==> src/rtl/rxdsc_regs.svh <==
`ifndef RXDSC_REGS_SVH
`define RXDSC_REGS_SVH
// Register word indices (printed offsets); byte address is four times the index
`define RXDSC_IDX_DEMOD 8'h19
`define RXDSC_IDX_SYNCMIN 8'h1a
`define RXDSC_IDX_PRESCALER 8'h30
`define RXDSC_IDX_STATUS 8'h31
`define RXDSC_RST_DEMOD 8'h4d
`define RXDSC_RST_SYNCMIN 8'h00
`define RXDSC_RST_PRESCALER 12'h000
// Demodulator settings fields
`define RXDSC_CH_USE_MSB 7
`define RXDSC_CH_USE_LSB 6
`define RXDSC_FIXED_BIT 5
`define RXDSC_EVEN_BIT 4
`define RXDSC_TAU_RCV_MSB 3
`define RXDSC_TAU_RCV_LSB 2
`define RXDSC_TAU_BURST_MSB 1
`define RXDSC_TAU_BURST_LSB 0
// Sync and minimum length fields
`define RXDSC_SYNC_LEN_MSB 7
`define RXDSC_SYNC_LEN_LSB 6
`define RXDSC_MIN_LEN_MSB 5
`define RXDSC_MIN_LEN_LSB 0
`define RXDSC_MIN_LEN_SCALE 3'h4
`define RXDSC_SYNC_HI 8'hb2
`define RXDSC_SYNC_LO 8'h4d
`endif

==> src/rtl/rxdsc_pkg.sv <==
package rxdsc_pkg;
  typedef enum logic [1:0] {
    RXDSC_CH_STRONGER = 2'h0,
    RXDSC_CH_STRONGER_HOLD = 2'h1,
    RXDSC_CH_COMBINE = 2'h2,
    RXDSC_CH_RESERVED = 2'h3
  } rxdsc_ch_use_t;
  typedef enum logic [3:0] {
    RXDSC_PK_IDLE = 4'h1,
    RXDSC_PK_COUNT = 4'h2,
    RXDSC_PK_DONE = 4'h4,
    RXDSC_PK_DROP = 4'h8
  } rxdsc_pk_state_t;
endpackage : rxdsc_pkg

==> src/rtl/rxdsc_tick_div.sv <==
`timescale 1ns/1ps
`default_nettype none
module rxdsc_tick_div
  import rxdsc_pkg::*;
#(
  parameter int PW = 12
)
(
  input wire logic i_clk,
  input wire logic i_rst_n,
  input wire logic i_ref_tick,
  input wire logic [PW-1:0] i_prescaler_value,
  input wire logic i_even,
  output logic o_tick
);
  logic [PW+1:0] cnt;
  logic [PW+1:0] last;
  // Divisor is 2P+1 (odd) or 2P+2 (even)
  assign last = {1'b0, i_prescaler_value, 1'b0} + {{(PW+1){1'b0}}, i_even};
  always_ff @(posedge i_clk or negedge i_rst_n)
  begin
    if (!i_rst_n)
    begin
      cnt <= '0;
      o_tick <= 1'b0;
    end
    else if (i_ref_tick)
    begin
      if (cnt >= last)
      begin
        cnt <= '0;
        o_tick <= 1'b1;
      end
      else
      begin
        cnt <= cnt + 1'b1;
        o_tick <= 1'b0;
      end
    end
    else
    begin
      o_tick <= 1'b0;
    end
  end
endmodule : rxdsc_tick_div
`default_nettype wire

==> src/rtl/rxdsc_top.sv <==
`timescale 1ns/1ps
`default_nettype none
`include "rxdsc_regs.svh"
module rxdsc_top
  import rxdsc_pkg::*;
#(
  parameter int PW = 12,
  parameter int LW = 9
)
(
  input wire logic i_clk,
  input wire logic i_rst_n,
  input wire logic [7:0] i_avs_address,
  input wire logic i_avs_read,
  input wire logic i_avs_write,
  input wire logic [31:0] i_avs_writedata,
  input wire logic [3:0] i_avs_byteenable,
  output logic [31:0] o_avs_readdata,
  output logic o_avs_waitrequest,
  input wire logic i_sync_detect_enable,
  input wire logic i_rate_106k,
  input wire logic i_ref_tick,
  input wire logic i_rx_active,
  input wire logic i_rx_burst,
  input wire logic i_i_stronger,
  input wire logic i_pkt_start,
  input wire logic i_pkt_byte,
  input wire logic i_pkt_end,
  output logic o_use_i,
  output logic o_use_q,
  output logic o_pll_freeze,
  output logic [1:0] o_pll_tau,
  output logic o_timer_tick,
  output logic [7:0] o_sync_byte,
  output logic o_pkt_accept,
  output logic o_pkt_drop
);
  logic [7:0] demodulator_settings;
  logic [7:0] sync_and_min_length;
  logic [PW-1:0] prescaler_value;
  logic bus_done;
  logic held_valid;
  logic held_i;
  logic [LW-1:0] pkt_len;
  logic [7:0] accepted_cnt;
  logic [7:0] dropped_cnt;
  logic tick;
  logic [2:0] sync_pos;
  logic [2:0] sync_total;
  rxdsc_pk_state_t pk_state;
  rxdsc_pk_state_t next_pk_state;
  logic [1:0] channel_use_select;
  logic fixed_channel_enable;
  logic prescaler_even_select;
  logic [1:0] pll_receive_time_constant;
  logic [1:0] pll_burst_time_constant;
  logic [1:0] sync_prefix_length;
  logic [5:0] min_packet_length;
  logic len_ok;
  logic wr_hit;
  logic rd_hit;

  function automatic logic [7:0] merge_byte(input logic [7:0] old, input logic [31:0] wd,
                                            input logic [3:0] be);
    merge_byte = be[0] ? wd[7:0] : old;
  endfunction : merge_byte

  assign channel_use_select = demodulator_settings[`RXDSC_CH_USE_MSB:`RXDSC_CH_USE_LSB];
  assign fixed_channel_enable = demodulator_settings[`RXDSC_FIXED_BIT];
  assign prescaler_even_select = demodulator_settings[`RXDSC_EVEN_BIT];
  assign pll_receive_time_constant =
    demodulator_settings[`RXDSC_TAU_RCV_MSB:`RXDSC_TAU_RCV_LSB];
  assign pll_burst_time_constant =
    demodulator_settings[`RXDSC_TAU_BURST_MSB:`RXDSC_TAU_BURST_LSB];
  assign sync_prefix_length = sync_and_min_length[`RXDSC_SYNC_LEN_MSB:`RXDSC_SYNC_LEN_LSB];
  assign min_packet_length = sync_and_min_length[`RXDSC_MIN_LEN_MSB:`RXDSC_MIN_LEN_LSB];

  // One wait cycle per access keeps read data registered
  assign wr_hit = i_avs_write && !bus_done;
  assign rd_hit = i_avs_read && !bus_done;

  always_ff @(posedge i_clk or negedge i_rst_n)
  begin
    if (!i_rst_n)
    begin
      bus_done <= 1'b0;
      o_avs_waitrequest <= 1'b1;
    end
    else
    begin
      bus_done <= (i_avs_read || i_avs_write) && !bus_done;
      o_avs_waitrequest <= !((i_avs_read || i_avs_write) && !bus_done);
    end
  end

  // Writes land on the cycle before waitrequest drops, once per access
  always_ff @(posedge i_clk or negedge i_rst_n)
  begin
    if (!i_rst_n)
    begin
      demodulator_settings <= `RXDSC_RST_DEMOD;
      sync_and_min_length <= `RXDSC_RST_SYNCMIN;
      prescaler_value <= `RXDSC_RST_PRESCALER;
    end
    else if (wr_hit)
    begin
      if (i_avs_address == `RXDSC_IDX_DEMOD)
      begin
        demodulator_settings <= merge_byte(demodulator_settings, i_avs_writedata,
                                           i_avs_byteenable);
      end
      if (i_avs_address == `RXDSC_IDX_SYNCMIN)
      begin
        sync_and_min_length <= merge_byte(sync_and_min_length, i_avs_writedata,
                                          i_avs_byteenable);
      end
      if (i_avs_address == `RXDSC_IDX_PRESCALER)
      begin
        if (i_avs_byteenable[0])
        begin
          prescaler_value[7:0] <= i_avs_writedata[7:0];
        end
        if (i_avs_byteenable[1])
        begin
          prescaler_value[PW-1:8] <= i_avs_writedata[PW-1:8];
        end
      end
    end
  end

  always_ff @(posedge i_clk or negedge i_rst_n)
  begin
    if (!i_rst_n)
    begin
      o_avs_readdata <= '0;
    end
    else if (rd_hit)
    begin
      unique case (i_avs_address)
        `RXDSC_IDX_DEMOD: o_avs_readdata <= {24'h000000, demodulator_settings};
        `RXDSC_IDX_SYNCMIN: o_avs_readdata <= {24'h000000, sync_and_min_length};
        `RXDSC_IDX_PRESCALER: o_avs_readdata <= {{(32-PW){1'b0}}, prescaler_value};
        `RXDSC_IDX_STATUS: o_avs_readdata <= {8'h00, dropped_cnt, accepted_cnt,
                                             6'h00, held_valid, held_i};
        default: o_avs_readdata <= 32'h00000000;
      endcase
    end
  end

  // Stronger-channel choice, held for the rest of the reception in code 01
  always_ff @(posedge i_clk or negedge i_rst_n)
  begin
    if (!i_rst_n)
    begin
      held_valid <= 1'b0;
      held_i <= 1'b1;
    end
    else if (!i_rx_active)
    begin
      held_valid <= 1'b0;
    end
    else if (!held_valid)
    begin
      held_valid <= 1'b1;
      held_i <= i_i_stronger;
    end
  end

  // Code 11 is reserved; unless fixed channel is on it is treated like 00 so the output stays defined
  always_ff @(posedge i_clk or negedge i_rst_n)
  begin
    if (!i_rst_n)
    begin
      o_use_i <= 1'b1;
      o_use_q <= 1'b0;
    end
    else if (fixed_channel_enable)
    begin
      o_use_i <= !channel_use_select[0];
      o_use_q <= channel_use_select[0];
    end
    else
    begin
      unique case (channel_use_select)
        RXDSC_CH_STRONGER_HOLD:
        begin
          o_use_i <= held_valid ? held_i : i_i_stronger;
          o_use_q <= held_valid ? !held_i : !i_i_stronger;
        end
        RXDSC_CH_COMBINE:
        begin
          o_use_i <= 1'b1;
          o_use_q <= 1'b1;
        end
        default:
        begin
          o_use_i <= i_i_stronger;
          o_use_q <= !i_i_stronger;
        end
      endcase
    end
  end

  always_ff @(posedge i_clk or negedge i_rst_n)
  begin
    if (!i_rst_n)
    begin
      o_pll_tau <= 2'h0;
      o_pll_freeze <= 1'b0;
    end
    else if (i_rx_burst)
    begin
      o_pll_tau <= pll_burst_time_constant;
      o_pll_freeze <= 1'b0;
    end
    else
    begin
      o_pll_tau <= pll_receive_time_constant;
      o_pll_freeze <= i_rx_active && (pll_receive_time_constant == 2'h0);
    end
  end

  rxdsc_tick_div #(
    .PW(PW)
  ) u_tick_div (
    .i_clk(i_clk),
    .i_rst_n(i_rst_n),
    .i_ref_tick(i_ref_tick),
    .i_prescaler_value(prescaler_value),
    .i_even(prescaler_even_select),
    .o_tick(tick)
  );

  always_ff @(posedge i_clk or negedge i_rst_n)
  begin
    if (!i_rst_n)
    begin
      o_timer_tick <= 1'b0;
    end
    else
    begin
      o_timer_tick <= tick;
    end
  end

  // Sync sequence: prefix zeros, then B2, then 4D; steps on each burst cycle
  assign sync_total = {1'b0, sync_prefix_length} + 3'h2;
  always_ff @(posedge i_clk or negedge i_rst_n)
  begin
    if (!i_rst_n)
    begin
      sync_pos <= 3'h0;
      o_sync_byte <= 8'h00;
    end
    else if (!i_rx_burst)
    begin
      sync_pos <= 3'h0;
      o_sync_byte <= 8'h00;
    end
    else
    begin
      sync_pos <= (sync_pos + 3'h1 >= sync_total) ? 3'h0 : sync_pos + 3'h1;
      if (sync_pos < {1'b0, sync_prefix_length})
      begin
        o_sync_byte <= 8'h00;
      end
      else if (sync_pos == {1'b0, sync_prefix_length})
      begin
        o_sync_byte <= `RXDSC_SYNC_HI;
      end
      else
      begin
        o_sync_byte <= `RXDSC_SYNC_LO;
      end
    end
  end

  // Length counter saturates so huge packets never wrap into a short one
  assign len_ok = (i_rate_106k && !i_sync_detect_enable) ||
    ({{(LW-8){1'b0}}, min_packet_length, 2'b00} <= pkt_len);

  always_ff @(posedge i_clk or negedge i_rst_n)
  begin
    if (!i_rst_n)
    begin
      pk_state <= RXDSC_PK_IDLE;
    end
    else
    begin
      pk_state <= next_pk_state;
    end
  end

  always_comb
  begin
    next_pk_state = pk_state;
    unique case (pk_state)
      RXDSC_PK_IDLE: if (i_pkt_start) next_pk_state = RXDSC_PK_COUNT;
      RXDSC_PK_COUNT: if (i_pkt_end) next_pk_state = len_ok ? RXDSC_PK_DONE : RXDSC_PK_DROP;
      RXDSC_PK_DONE: next_pk_state = RXDSC_PK_IDLE;
      RXDSC_PK_DROP: next_pk_state = RXDSC_PK_IDLE;
    endcase
  end

  always_ff @(posedge i_clk or negedge i_rst_n)
  begin
    if (!i_rst_n)
    begin
      pkt_len <= '0;
    end
    else if (pk_state == RXDSC_PK_IDLE)
    begin
      pkt_len <= '0;
    end
    else if (pk_state == RXDSC_PK_COUNT && i_pkt_byte && !(&pkt_len))
    begin
      pkt_len <= pkt_len + 1'b1;
    end
  end

  always_ff @(posedge i_clk or negedge i_rst_n)
  begin
    if (!i_rst_n)
    begin
      o_pkt_accept <= 1'b0;
      o_pkt_drop <= 1'b0;
      accepted_cnt <= 8'h00;
      dropped_cnt <= 8'h00;
    end
    else
    begin
      o_pkt_accept <= (pk_state == RXDSC_PK_COUNT) && i_pkt_end && len_ok;
      o_pkt_drop <= (pk_state == RXDSC_PK_COUNT) && i_pkt_end && !len_ok;
      if (pk_state == RXDSC_PK_DONE)
      begin
        accepted_cnt <= accepted_cnt + 8'h01;
      end
      if (pk_state == RXDSC_PK_DROP)
      begin
        dropped_cnt <= dropped_cnt + 8'h01;
      end
    end
  end
endmodule : rxdsc_top
`default_nettype wire

==> config.mk <==
export PLATFORM = sky130hd
export DESIGN_NAME = rxdsc_top
export DESIGN_NICKNAME = d
export VERILOG_FILES = /design/src/rtl/rxdsc_pkg.sv /design/src/rtl/rxdsc_tick_div.sv /design/src/rtl/rxdsc_top.sv
export VERILOG_INCLUDE_DIRS = /design/src /design/src/rtl
export SDC_FILE = /design/constraint.sdc
export NUM_CORES = 1
export LEC_CHECK = 0
export BUFFER_PORTS_ARGS = -buffer_cell sky130_fd_sc_hd__buf_4
export CORE_UTILIZATION = 50
export DETAILED_ROUTE_END_ITERATION = 16
export PLACE_DENSITY_LB_ADDON = 0.2
export SLEW_MARGIN = 10
export SYNTH_ARGS = -nofsm -noshare
export SYNTH_HDL_FRONTEND = slang
export SYNTH_HIERARCHICAL = 1
export SYNTH_SLANG_ARGS = --single-unit
==> constraint.sdc <==
create_clock -name i_clk -period 1.9 [get_ports i_clk]
set_input_delay 0.38 -clock i_clk [delete_from_list [all_inputs] [get_ports i_clk]]
set_output_delay 0.38 -clock i_clk [all_outputs]
set_load 0.05 [all_outputs]
Word level (Yosys, flattened, before mapping)
Index checks and enable logic that the tools add are counted.
- bits in registers: 127
- latch bits: 0
- bits in writable memories: 0
- memory bits (read-only): 0
- word-level logic and storage cells: 101
- memories kept: 0
- add/sub/neg operators: 7
- multipliers: 0
- divide/modulo/power cells: 0
- $lt $le $gt $ge: 4
- equal/unequal tests: 13
- shift-type cells: 0
- multiplexer cells: 24
- bitwise logic cells: 0
- reduce and logical (&&, ||, !) cells: 29
- operators by type and width (operator ; number):
    $pmux W24 S4 ; 1
    $mux W8 ; 3
    $mux W9 ; 2
    $add A8 B1 Y8 const B ; 2
    $eq A8 B5 Y1 const B ; 2
    $eq A8 B6 Y1 const B ; 2
    $add A13 B1 Y14 ; 1
    $add A14 B1 Y14 const B ; 1
    $ge A14 B14 Y1 ; 1
    $mux W14 ; 1
    $mux W4 ; 3
    $pmux W4 S3 ; 1
    $reduce_and A3 Y1 ; 4
    $logic_and A1 B1 Y1 ; 10
    $add A9 B1 Y9 const B ; 1
    $le A8 B9 Y1 ; 1
    $reduce_and A9 Y1 ; 1
    $logic_not A1 Y1 ; 8
    $mux W1 ; 8
    $mux W3 ; 2
    $eq A4 B1 Y1 const B ; 1
    $eq A4 B2 Y1 const B ; 1
    $eq A4 B3 Y1 const B ; 1
    $eq A4 B4 Y1 const B ; 1
    15 further kinds ; 18

Logic depth before layout (Yosys ltp)
Gate-level depths: netlist (run 1).
- depth after elaboration: 6
- gate-level depth with buffers: 8

Modules after synthesis
The synthesis (run 1) kept the hierarchy.
- by module, submodules not included (module ; instances ; cells each ; area each (um^2) ; sequential area each (um^2)):
    rxdsc_top ; 1 ; 397 ; 4775.8 ; 2462.4
    rxdsc_tick_div ; 1 ; 111 ; 1052.3 ; 375.4

Least setup slack after synthesis (run 1)
No wires, ideal clock.
- kind: reg-to-reg
- start: register pkt_len[0]
- end: register pkt_len[7]
- data arrival time: 1.857 ns
- slack: -0.082 ns
- cell stages (with the launch flop): 9
- buffers on the path: 0
- period minus slack after synthesis: 1.982 ns
- cells stage by stage: dfrtp_1 -> ha_1 -> nand2_1 -> nor4_1 -> ha_1 -> and3b_1 -> a21oi_1 -> nor4_1 -> mux2_2
- word-level cells in the longest chain between the ends: 4
- elaborated cells between the ends (all ways): 7
- those cells by class: add/sub (1); mux (2); reduce/logical (4)
- ends and longest elaborated chain (element ; RTL line ; text):
    start, declared ; rxdsc_top.sv:44 ; logic [LW-1:0] pkt_len;
    start signal, assigned ; rxdsc_top.sv:317 ; pkt_len <= pkt_len + 1'b1;
    parallel branches: the longest is 4 deep, another holds $add A9 B1 Y9 ; -- ;
Several ways; the timed one is not identified. The select of a mux whose other input is x is not followed.
A chain may end at the register's enable or synchronous reset.

Worst setup path after layout (run 1)
Ends and elaborated chain as after synthesis.

==> out/results.txt, run 1 <==
HP Class -> in2reg
PD cells -> 1090 mW/mm^2
Worst Hold Path Cells -> 1
Synth Flop Type -> dfrtp_1
Critical Path RT -> 2210 ps
Remaining Overflow, GRT -> 0
failing checks -> negative setup slack
largest net degree at the start of global routing -> 38
num rows -> 39
antenna-violating nets left -> 0
dpl cells -> 761
slowest stage cell, crit path -> dfrtp_1
Layout Nets -> 735
Gate Count Post-Synth -> 508
met3 usage -> 0.0729
critical path startpoint category -> flop
Arr. time, crit path -> 2290 ps
part of the cycle the worst path needs -> 1.04
share of post-route cells with drive strength above 1 -> 0.381
clock buffer depth -> 2
CP peak stage delay -> 390 ps
routed len/inst -> 16.9 um
Post-synth EDFFs -> 0
FF-to-FF path depth -> 8
Layout fillers -> 845
Max Clk Rate -> 0.504 GHz
GRT Resource Usage Total -> 0.239
WP buf/inv -> 0
DRT iter0 DRCs -> 254
number of diodes -> 0
clock sinks -> 113
CTS tree -> yes
Pre-antenna DRT Iters -> 5
combinational share of power -> 0.254
Final Hold Viols -> 0
Pleak -> 3.74 nW
fin worst setup slack -> -84.9 ps
status -> finished, violations left
GR peak layer -> met2
clock skew -> 8.09 ps
Multi-input gate area -> 0.00277 mm^2
H-tree lvl count -> 4
switching pwr -> 2.60 mW
Syn-to-layout area delta -> 31.7%
non-filler cells, final -> 801
Ys Warns -> 6
initial cell density of the core -> 0.513
Async SR Flop Fraction -> 1.00
DPL Wire Length -> 9900 um
Sequential Area -> 0.00284 mm^2
chip width -> 110 um
RSZ-0062 raised after global routing -> true
placeable core region -> 0.0114 mm^2
WS Path Type -> reg2reg
CTS Buf Count -> 17
Final Setup Violations -> 3
Avg Cell Area, Syn -> 11.5 um^2
peak supply drop -> 0.674 mV
first-pass GRT wire length -> 21300 um
Clk pwr share -> 0.397
PortBufs -> 75
Synth cell types -> 63
Critical Path Sink Type -> flop
CTS Root Cell -> clkbuf_16
met1 Use GR -> 0.292
Mapped Area -> 0.00583 mm^2
Yosys reg bits -> 113
Sw Ratio -> 0.309
Via density -> 5.46
met2 usage -> 0.403
die footprint -> 0.0121 mm^2
final slew viol count -> 0
Max-cap violations -> 0
via count -> 4375
post-synthesis sequential area ratio -> 0.487
crit path max fanout -> 3
sequential group share of total power -> 0.349
cell mode on critical path -> ha_2
P_int -> 5.81 mW
critical path's top delay family -> simple AND/OR/NAND/NOR gates
routability cong. -> 0.847
DRC -> 0
setup TNS -> -166 ps
Final min period -> 1980 ps
cell depth of the worst setup path -> 8
Critical Path, Cell by Cell -> ha_2 -> nand2_2 -> nor4_2 -> ha_2 -> and3b_2 -> a21oi_4 -> nor4_4 -> mux2_4
die height -> 110 um
Reg clk slew, reported paths -> 50 ps
initial antenna violation count -> 0
number of global-route vias before repair -> 4491
Post-Route WL -> 13600 um
Core Util, Final -> 0.675
Skew-Pair Late Insertion Delay -> 420 ps
Top Ports -> 106
[cell families after synthesis]
family,Yosys count,synth area share
adders and majority gates,33,0.0708
buffers and inverters,69,0.0638
other,1,0.000643
muxes,38,0.0723
xor gates and xnor gates,32,0.0481
AOI/OAI and AO/OA,88,0.109
DFF,113,0.487
and+or+nand+nor,134,0.148
[synth_stat cells, types with 2 or more instances]
cell	n	area, um^2
a2111oi_0	2	17.5
a211oi_1	2	15.0
a21o_1	6	45.0
a21oi_1	16	80.1
a22o_1	18	158
a22oi_1	6	45.0
a31oi_1	3	18.8
and2_1	2	12.5
and3_1	4	25.0
and3b_1	4	35.0
and4_1	10	87.6
buf_2	6	30.0
buf_4	18	135
buf_6	5	56.3
clkbuf_1	4	15.0
dfrtp_1	105	2630
dfstp_2	8	210
ha_1	33	413
inv_1	36	135
mux2_2	33	372
mux2i_1	5	50.1
nand2_1	20	75.1
nand2b_1	2	12.5
nand3_1	17	85.1
nand3_4	2	35.0
nand3b_1	3	22.5
nand4_1	9	56.3
nor2_1	32	120
nor2b_1	5	31.3
nor3_1	3	15.0
nor4_1	4	25.0
nor4b_4	4	95.1
o21a_1	4	30.0
o21ai_0	15	75.1
o221a_2	3	33.8
or3_1	2	12.5
xnor2_1	19	166
xor2_1	13	114
[cells in the final DEF, fill, tap and decap left out, types with 5 or more instances in the layout]
master	n
and4_1	9
a21oi_1	10
mux2_2	32
dfstp_2	8
a22oi_1	6
nand2_1	19
nand4_1	9
ha_1	29
dfrtp_1	105
a21o_1	6
nand3_1	17
nor2_1	32
buf_4	137
clkbuf_16	17
o21ai_0	15
mux2i_1	5
conb_1	8
xnor2_1	19
xor2_1	13
inv_1	35
nor2b_1	5
a22o_1	18
[layout make-up]
type / count / share of cell area
Timing Repair Buffer: 144 / 0.147
Clock inverter: 10 / 0.0205
Tap cell: 143 / 0.0233
Clock buffer: 22 / 0.0605
Multi-Input combinational cell: 333 / 0.361
Sequential cell: 113 / 0.370
Inverter: 36 / 0.0176
[worst reg2reg max path: stages, from the launching register on]
cell and delay (ps):
dfrtp_1 390, ha_2 200, nand2_2 70, nor4_2 40, ha_2 170, and3b_2 280
a21oi_4 90, nor4_4 320, mux2_4 320
[per-layer routing]
layer / vias up / part of all wire
met3: 19 / 0.043
met4: 0 / 0.016
met2: 94 / 0.51
met1: 2188 / 0.43
met5: - / 0
li1: 2074 / -
[power by group through the flow]
| stage | combinational, mW | clock (mW) | sequential (mW) |
|---|---|---|---|
| final | 2.13 | 3.34 | 2.93 |
| after global routing | 2.31 | 3.50 | 2.97 |
| after global placement | 1.87 | 0 | 2.95 |
| after CTS | 2.01 | 3.39 | 2.94 |
| after floorplan | 1.29 | 0 | 3.02 |
| after detailed placement | 1.93 | 0 | 2.97 |
[through the flow]
stage	power (mW)	setup slack (ps)	hold WS, ps	area [um^2]
final	8.40	-84.9	103	7680
after global routing	8.78	-153	87.9	7680
after CTS	8.34	-39.4	89.3	7580
after floorplan	4.30	-20.9	84.4	5870
after detailed placement	4.90	-362	322	6870
after global placement	4.82	-268	315	6870
[what timing repair did]
| action | CTS | global route |
|---|---|---|
| gates cloned | 0 | 1 |
| gates resized for setup | 6 | 17 |
| setup endpoints to repair | 15 | 18 |
| hold endpoints to repair | 22 | 0 |
| pin swaps | 2 | 8 |
| hold buffers | 1 | 0 |
| setup buffers | 5 | 2 |
[worst paths after layout]
kind | startpoint | endpoint | slack, ps
worst min-delay path | i_rx_active | held_valid | 100
min in group asynchronous | i_rst_n | dropped_cnt[0] | 440
worst max-delay path | pkt_len[0] | pkt_len[7] | -80
worst max register to register | pkt_len[0] | pkt_len[7] | -80
worst min register to register | u_tick_div/o_tick | o_timer_tick | 350
max in group asynchronous | i_rst_n | pk_state[0] | 830
[state kept, by name, indices dropped and copies added, names as in the netlist]
signal and cells:
bus_done 1, o_pll_tau 2, accepted_cnt 8, sync_pos 3, pk_state 4, o_pll_freeze 1, held_valid 1, o_timer_tick 1
held_i 1, o_avs_waitrequest 1, demodulator_settings 8, pkt_len 9, o_pkt_accept 1, sync_and_min_length 8, u_tick_div/cnt 14, o_pkt_drop 1
dropped_cnt 8, o_use_i 1, o_avs_readdata 24, o_sync_byte 2, u_tick_div/o_tick 1, prescaler_value 12, o_use_q 1
No activity file was read; power rests on OpenSTA's default activity.
==> inputs of run 2 (changes only) <==
--- a/config.mk
+++ b/config.mk
@@ -7,7 +7,7 @@
 export NUM_CORES = 1
 export LEC_CHECK = 0
 export BUFFER_PORTS_ARGS = -buffer_cell sky130_fd_sc_hd__buf_4
-export CORE_UTILIZATION = 50
+export CORE_UTILIZATION = 51
 export DETAILED_ROUTE_END_ITERATION = 16
 export PLACE_DENSITY_LB_ADDON = 0.2
 export SLEW_MARGIN = 10
==> run 2 against run 1 <==
  * Maximum frequency grew 1.7%
  * Routed wire length shrank 4.0%
  * The flow still finishes with violations (negative setup slack)
  * First-iteration DRC count down 13%
  * Core utilization grew 0.76 points
  * Total power decreased by 5.8%
  * Cell area down 2.3%
  * Highest routed layer unchanged
==> out/results.txt, run 2 (same netlist as run 1, synthesis figures left out) <==
GRT Resource Usage Total -> 0.236 (-0.00361)
Remaining Overflow, GRT -> 0 (unchanged)
most common cell after layout, fill and taps aside -> buf_4
critical path startpoint category -> flop
Critical Path Sink Type -> flop
DPL Wire Length -> 9430 um (-4.7%)
chip width -> 109 um (-0.97%)
CTS Buf Count -> 17 (unchanged)
clock sinks -> 113 (unchanged)
Rel. slew slack -> 0.616
first-pass GRT wire length -> 20700 um (-2.8%)
DRC -> 0 (unchanged)
setup TNS -> -125 ps (+40.9 ps)
initial antenna violation count -> 0 (unchanged)
RSZ-0062 raised after global routing -> true
Arr. time, crit path -> 2250 ps (-40 ps)
number of diodes -> 0 (unchanged)
Pre-antenna DRT Iters -> 5 (unchanged)
H-tree lvl count -> 4 (unchanged)
Final min period -> 1950 ps (-32.5 ps)
Final Setup Violations -> 3 (unchanged)
total chip power -> 7.91 mW (-5.8%)
num rows -> 38 (-2.6%)
placeable core region -> 0.0110 mm^2 (-3.4%)
antenna-violating nets left -> 0 (unchanged)
die height -> 109 um (-0.97%)
Reg clk slew, reported paths -> 50 ps (about the same)
Syn-to-layout area delta -> 28.7%
number of global-route vias before repair -> 4262 (-5.1%)
PD cells -> 1060 mW/mm^2 (-3.6%)
HP Class -> in2reg
Slew @ Worst Pin -> 576 ps
initial cell density of the core -> 0.531 (+0.0180)
Top Ports -> 106 (unchanged)
share of post-route cells with drive strength above 1 -> 0.362 (-0.0195)
peak supply drop -> 0.697 mV (+3.3%)
dpl ws -> -347 ps (+14.6 ps)
WS Path Type -> reg2reg
Top Registers -> o_avs_readdata x24, u_tick_div/cnt x14, prescaler_value x12
die footprint -> 0.0119 mm^2 (-1.9%)
CTS tree -> yes
Layout Nets -> 729 (-0.82%)
Via density -> 5.40 (-1.1%)
DRT iter0 DRCs -> 220 (-13%)
part of the cycle the worst path needs -> 1.03 (-0.0171)
routed len/inst -> 16.4 um (-2.9%)
Skew-Pair Late Insertion Delay -> 420 ps (about the same)
routability cong. -> 0.831 (-1.8%)
fin worst setup slack -> -52.5 ps (+32.5 ps)
CTS Root Cell -> clkbuf_16
max FFs per register -> 24 (unchanged)
clock buffer depth -> 2 (unchanged)
failing checks -> negative setup slack
clock skew -> 10.7 ps (+2.59 ps)
Final Hold Viols -> 0 (unchanged)
Pleak -> 3.65 nW (-2.3%)
PortBufs -> 75 (unchanged)
crit path max fanout -> 4 (+1)
Largest Register -> o_avs_readdata
via count -> 4278 (-2.2%)
Core Util, Final -> 0.683 (+0.00759)
largest net degree at the start of global routing -> 45 (+18%)
Final Instance Area -> 0.00750 mm^2 (-2.3%)
Max-cap violations -> 0 (unchanged)
status -> finished, violations left
highest-count cells in the layout ignoring fill and taps -> buf_4, dfrtp_1, inv_1
Cell Area, Placed -> 0.00685 mm^2 (-0.27%)
Max Clk Rate -> 0.512 GHz (+1.7%)
Post-Route WL -> 13000 um (-4.0%)
Critical Path RT -> 2200 ps (about the same)
final slew viol count -> 0 (unchanged)
[run 2: changes by cell type in the layout (fill, tap and decap cells not counted), sizes merged]
cell	previous run	this run
buf	143	137
bufinv	4	2
clkbuf	22	24
[run 2: metal layers]
| layer | GRT usage | part of all wire | up-vias |
|---|---|---|---|
| met2 | 0.381 | 0.48 | 108 |
| met4 | 0.0994 | 0.023 | 0 |
| met1 | 0.296 | 0.45 | 2092 |
| li1 | - | - | 2054 |
| met5 | 0 | 0 | - |
| met3 | 0.0669 | 0.045 | 24 |
[run 2: stage by stage]
step                      instances  hold WS (ps)
after floorplan                 515          84.4
after global placement          756           301
after detailed placement        756           301
after CTS                       792          87.1
after global routing            792          87.8
final                           792           105
[run 2: power by group]
group	leakage (nW)	switching (mW)	internal [mW]	total [mW]
clock network	0.275	1.05	1.94	3.00
registers	1.51	0.268	2.66	2.93
logic	1.86	1.16	0.825	1.98
[run 2: timing repair]
| action | in CTS | in global routing |
|---|---|---|
| endpoints found under the setup margin | 15 | 17 |
| pin swaps | 3 | 5 |
| setup buffers | 3 | 0 |
| hold buffers | 1 | 0 |
| resized for setup | 3 | 8 |
| endpoints found under the hold margin | 18 | 0 |
| cloned | 0 | 0 |
[run 2: cell type report]
| class | instances | area (um^2) |
|---|---|---|
| clock buffers | 24 | 462 |
| well taps | 140 | 175 |
| multi-input cells | 333 | 2720 |
| inverters | 36 | 135 |
| repair buffers | 138 | 1080 |
| clock inverters | 8 | 90.1 |
| fillers | 811 | 3480 |
| flip-flops and latches | 113 | 2840 |
[run 2: critical path, stage by stage (launching register included)]
cell	delay (ps)
dfrtp_1	390
nand3_1	140
nor4_2	300
ha_2	240
and3b_2	220
a21oi_2	200
nor4_2	80
mux2_2	270
[run 2: worst paths after layout]
path	end	cells after the start	slack (ps)	startpoint
worst max-delay path	pkt_len[7]	7	-50	pkt_len[5]
worst min-delay path	held_valid	1	110	i_rx_active
worst max register to register	pkt_len[7]	7	-50	pkt_len[5]
worst min register to register	o_timer_tick	0	350	u_tick_div/o_tick
max in group asynchronous	pk_state[0]	3	900	i_rst_n
min in group asynchronous	o_pll_freeze	2	410	i_rst_n
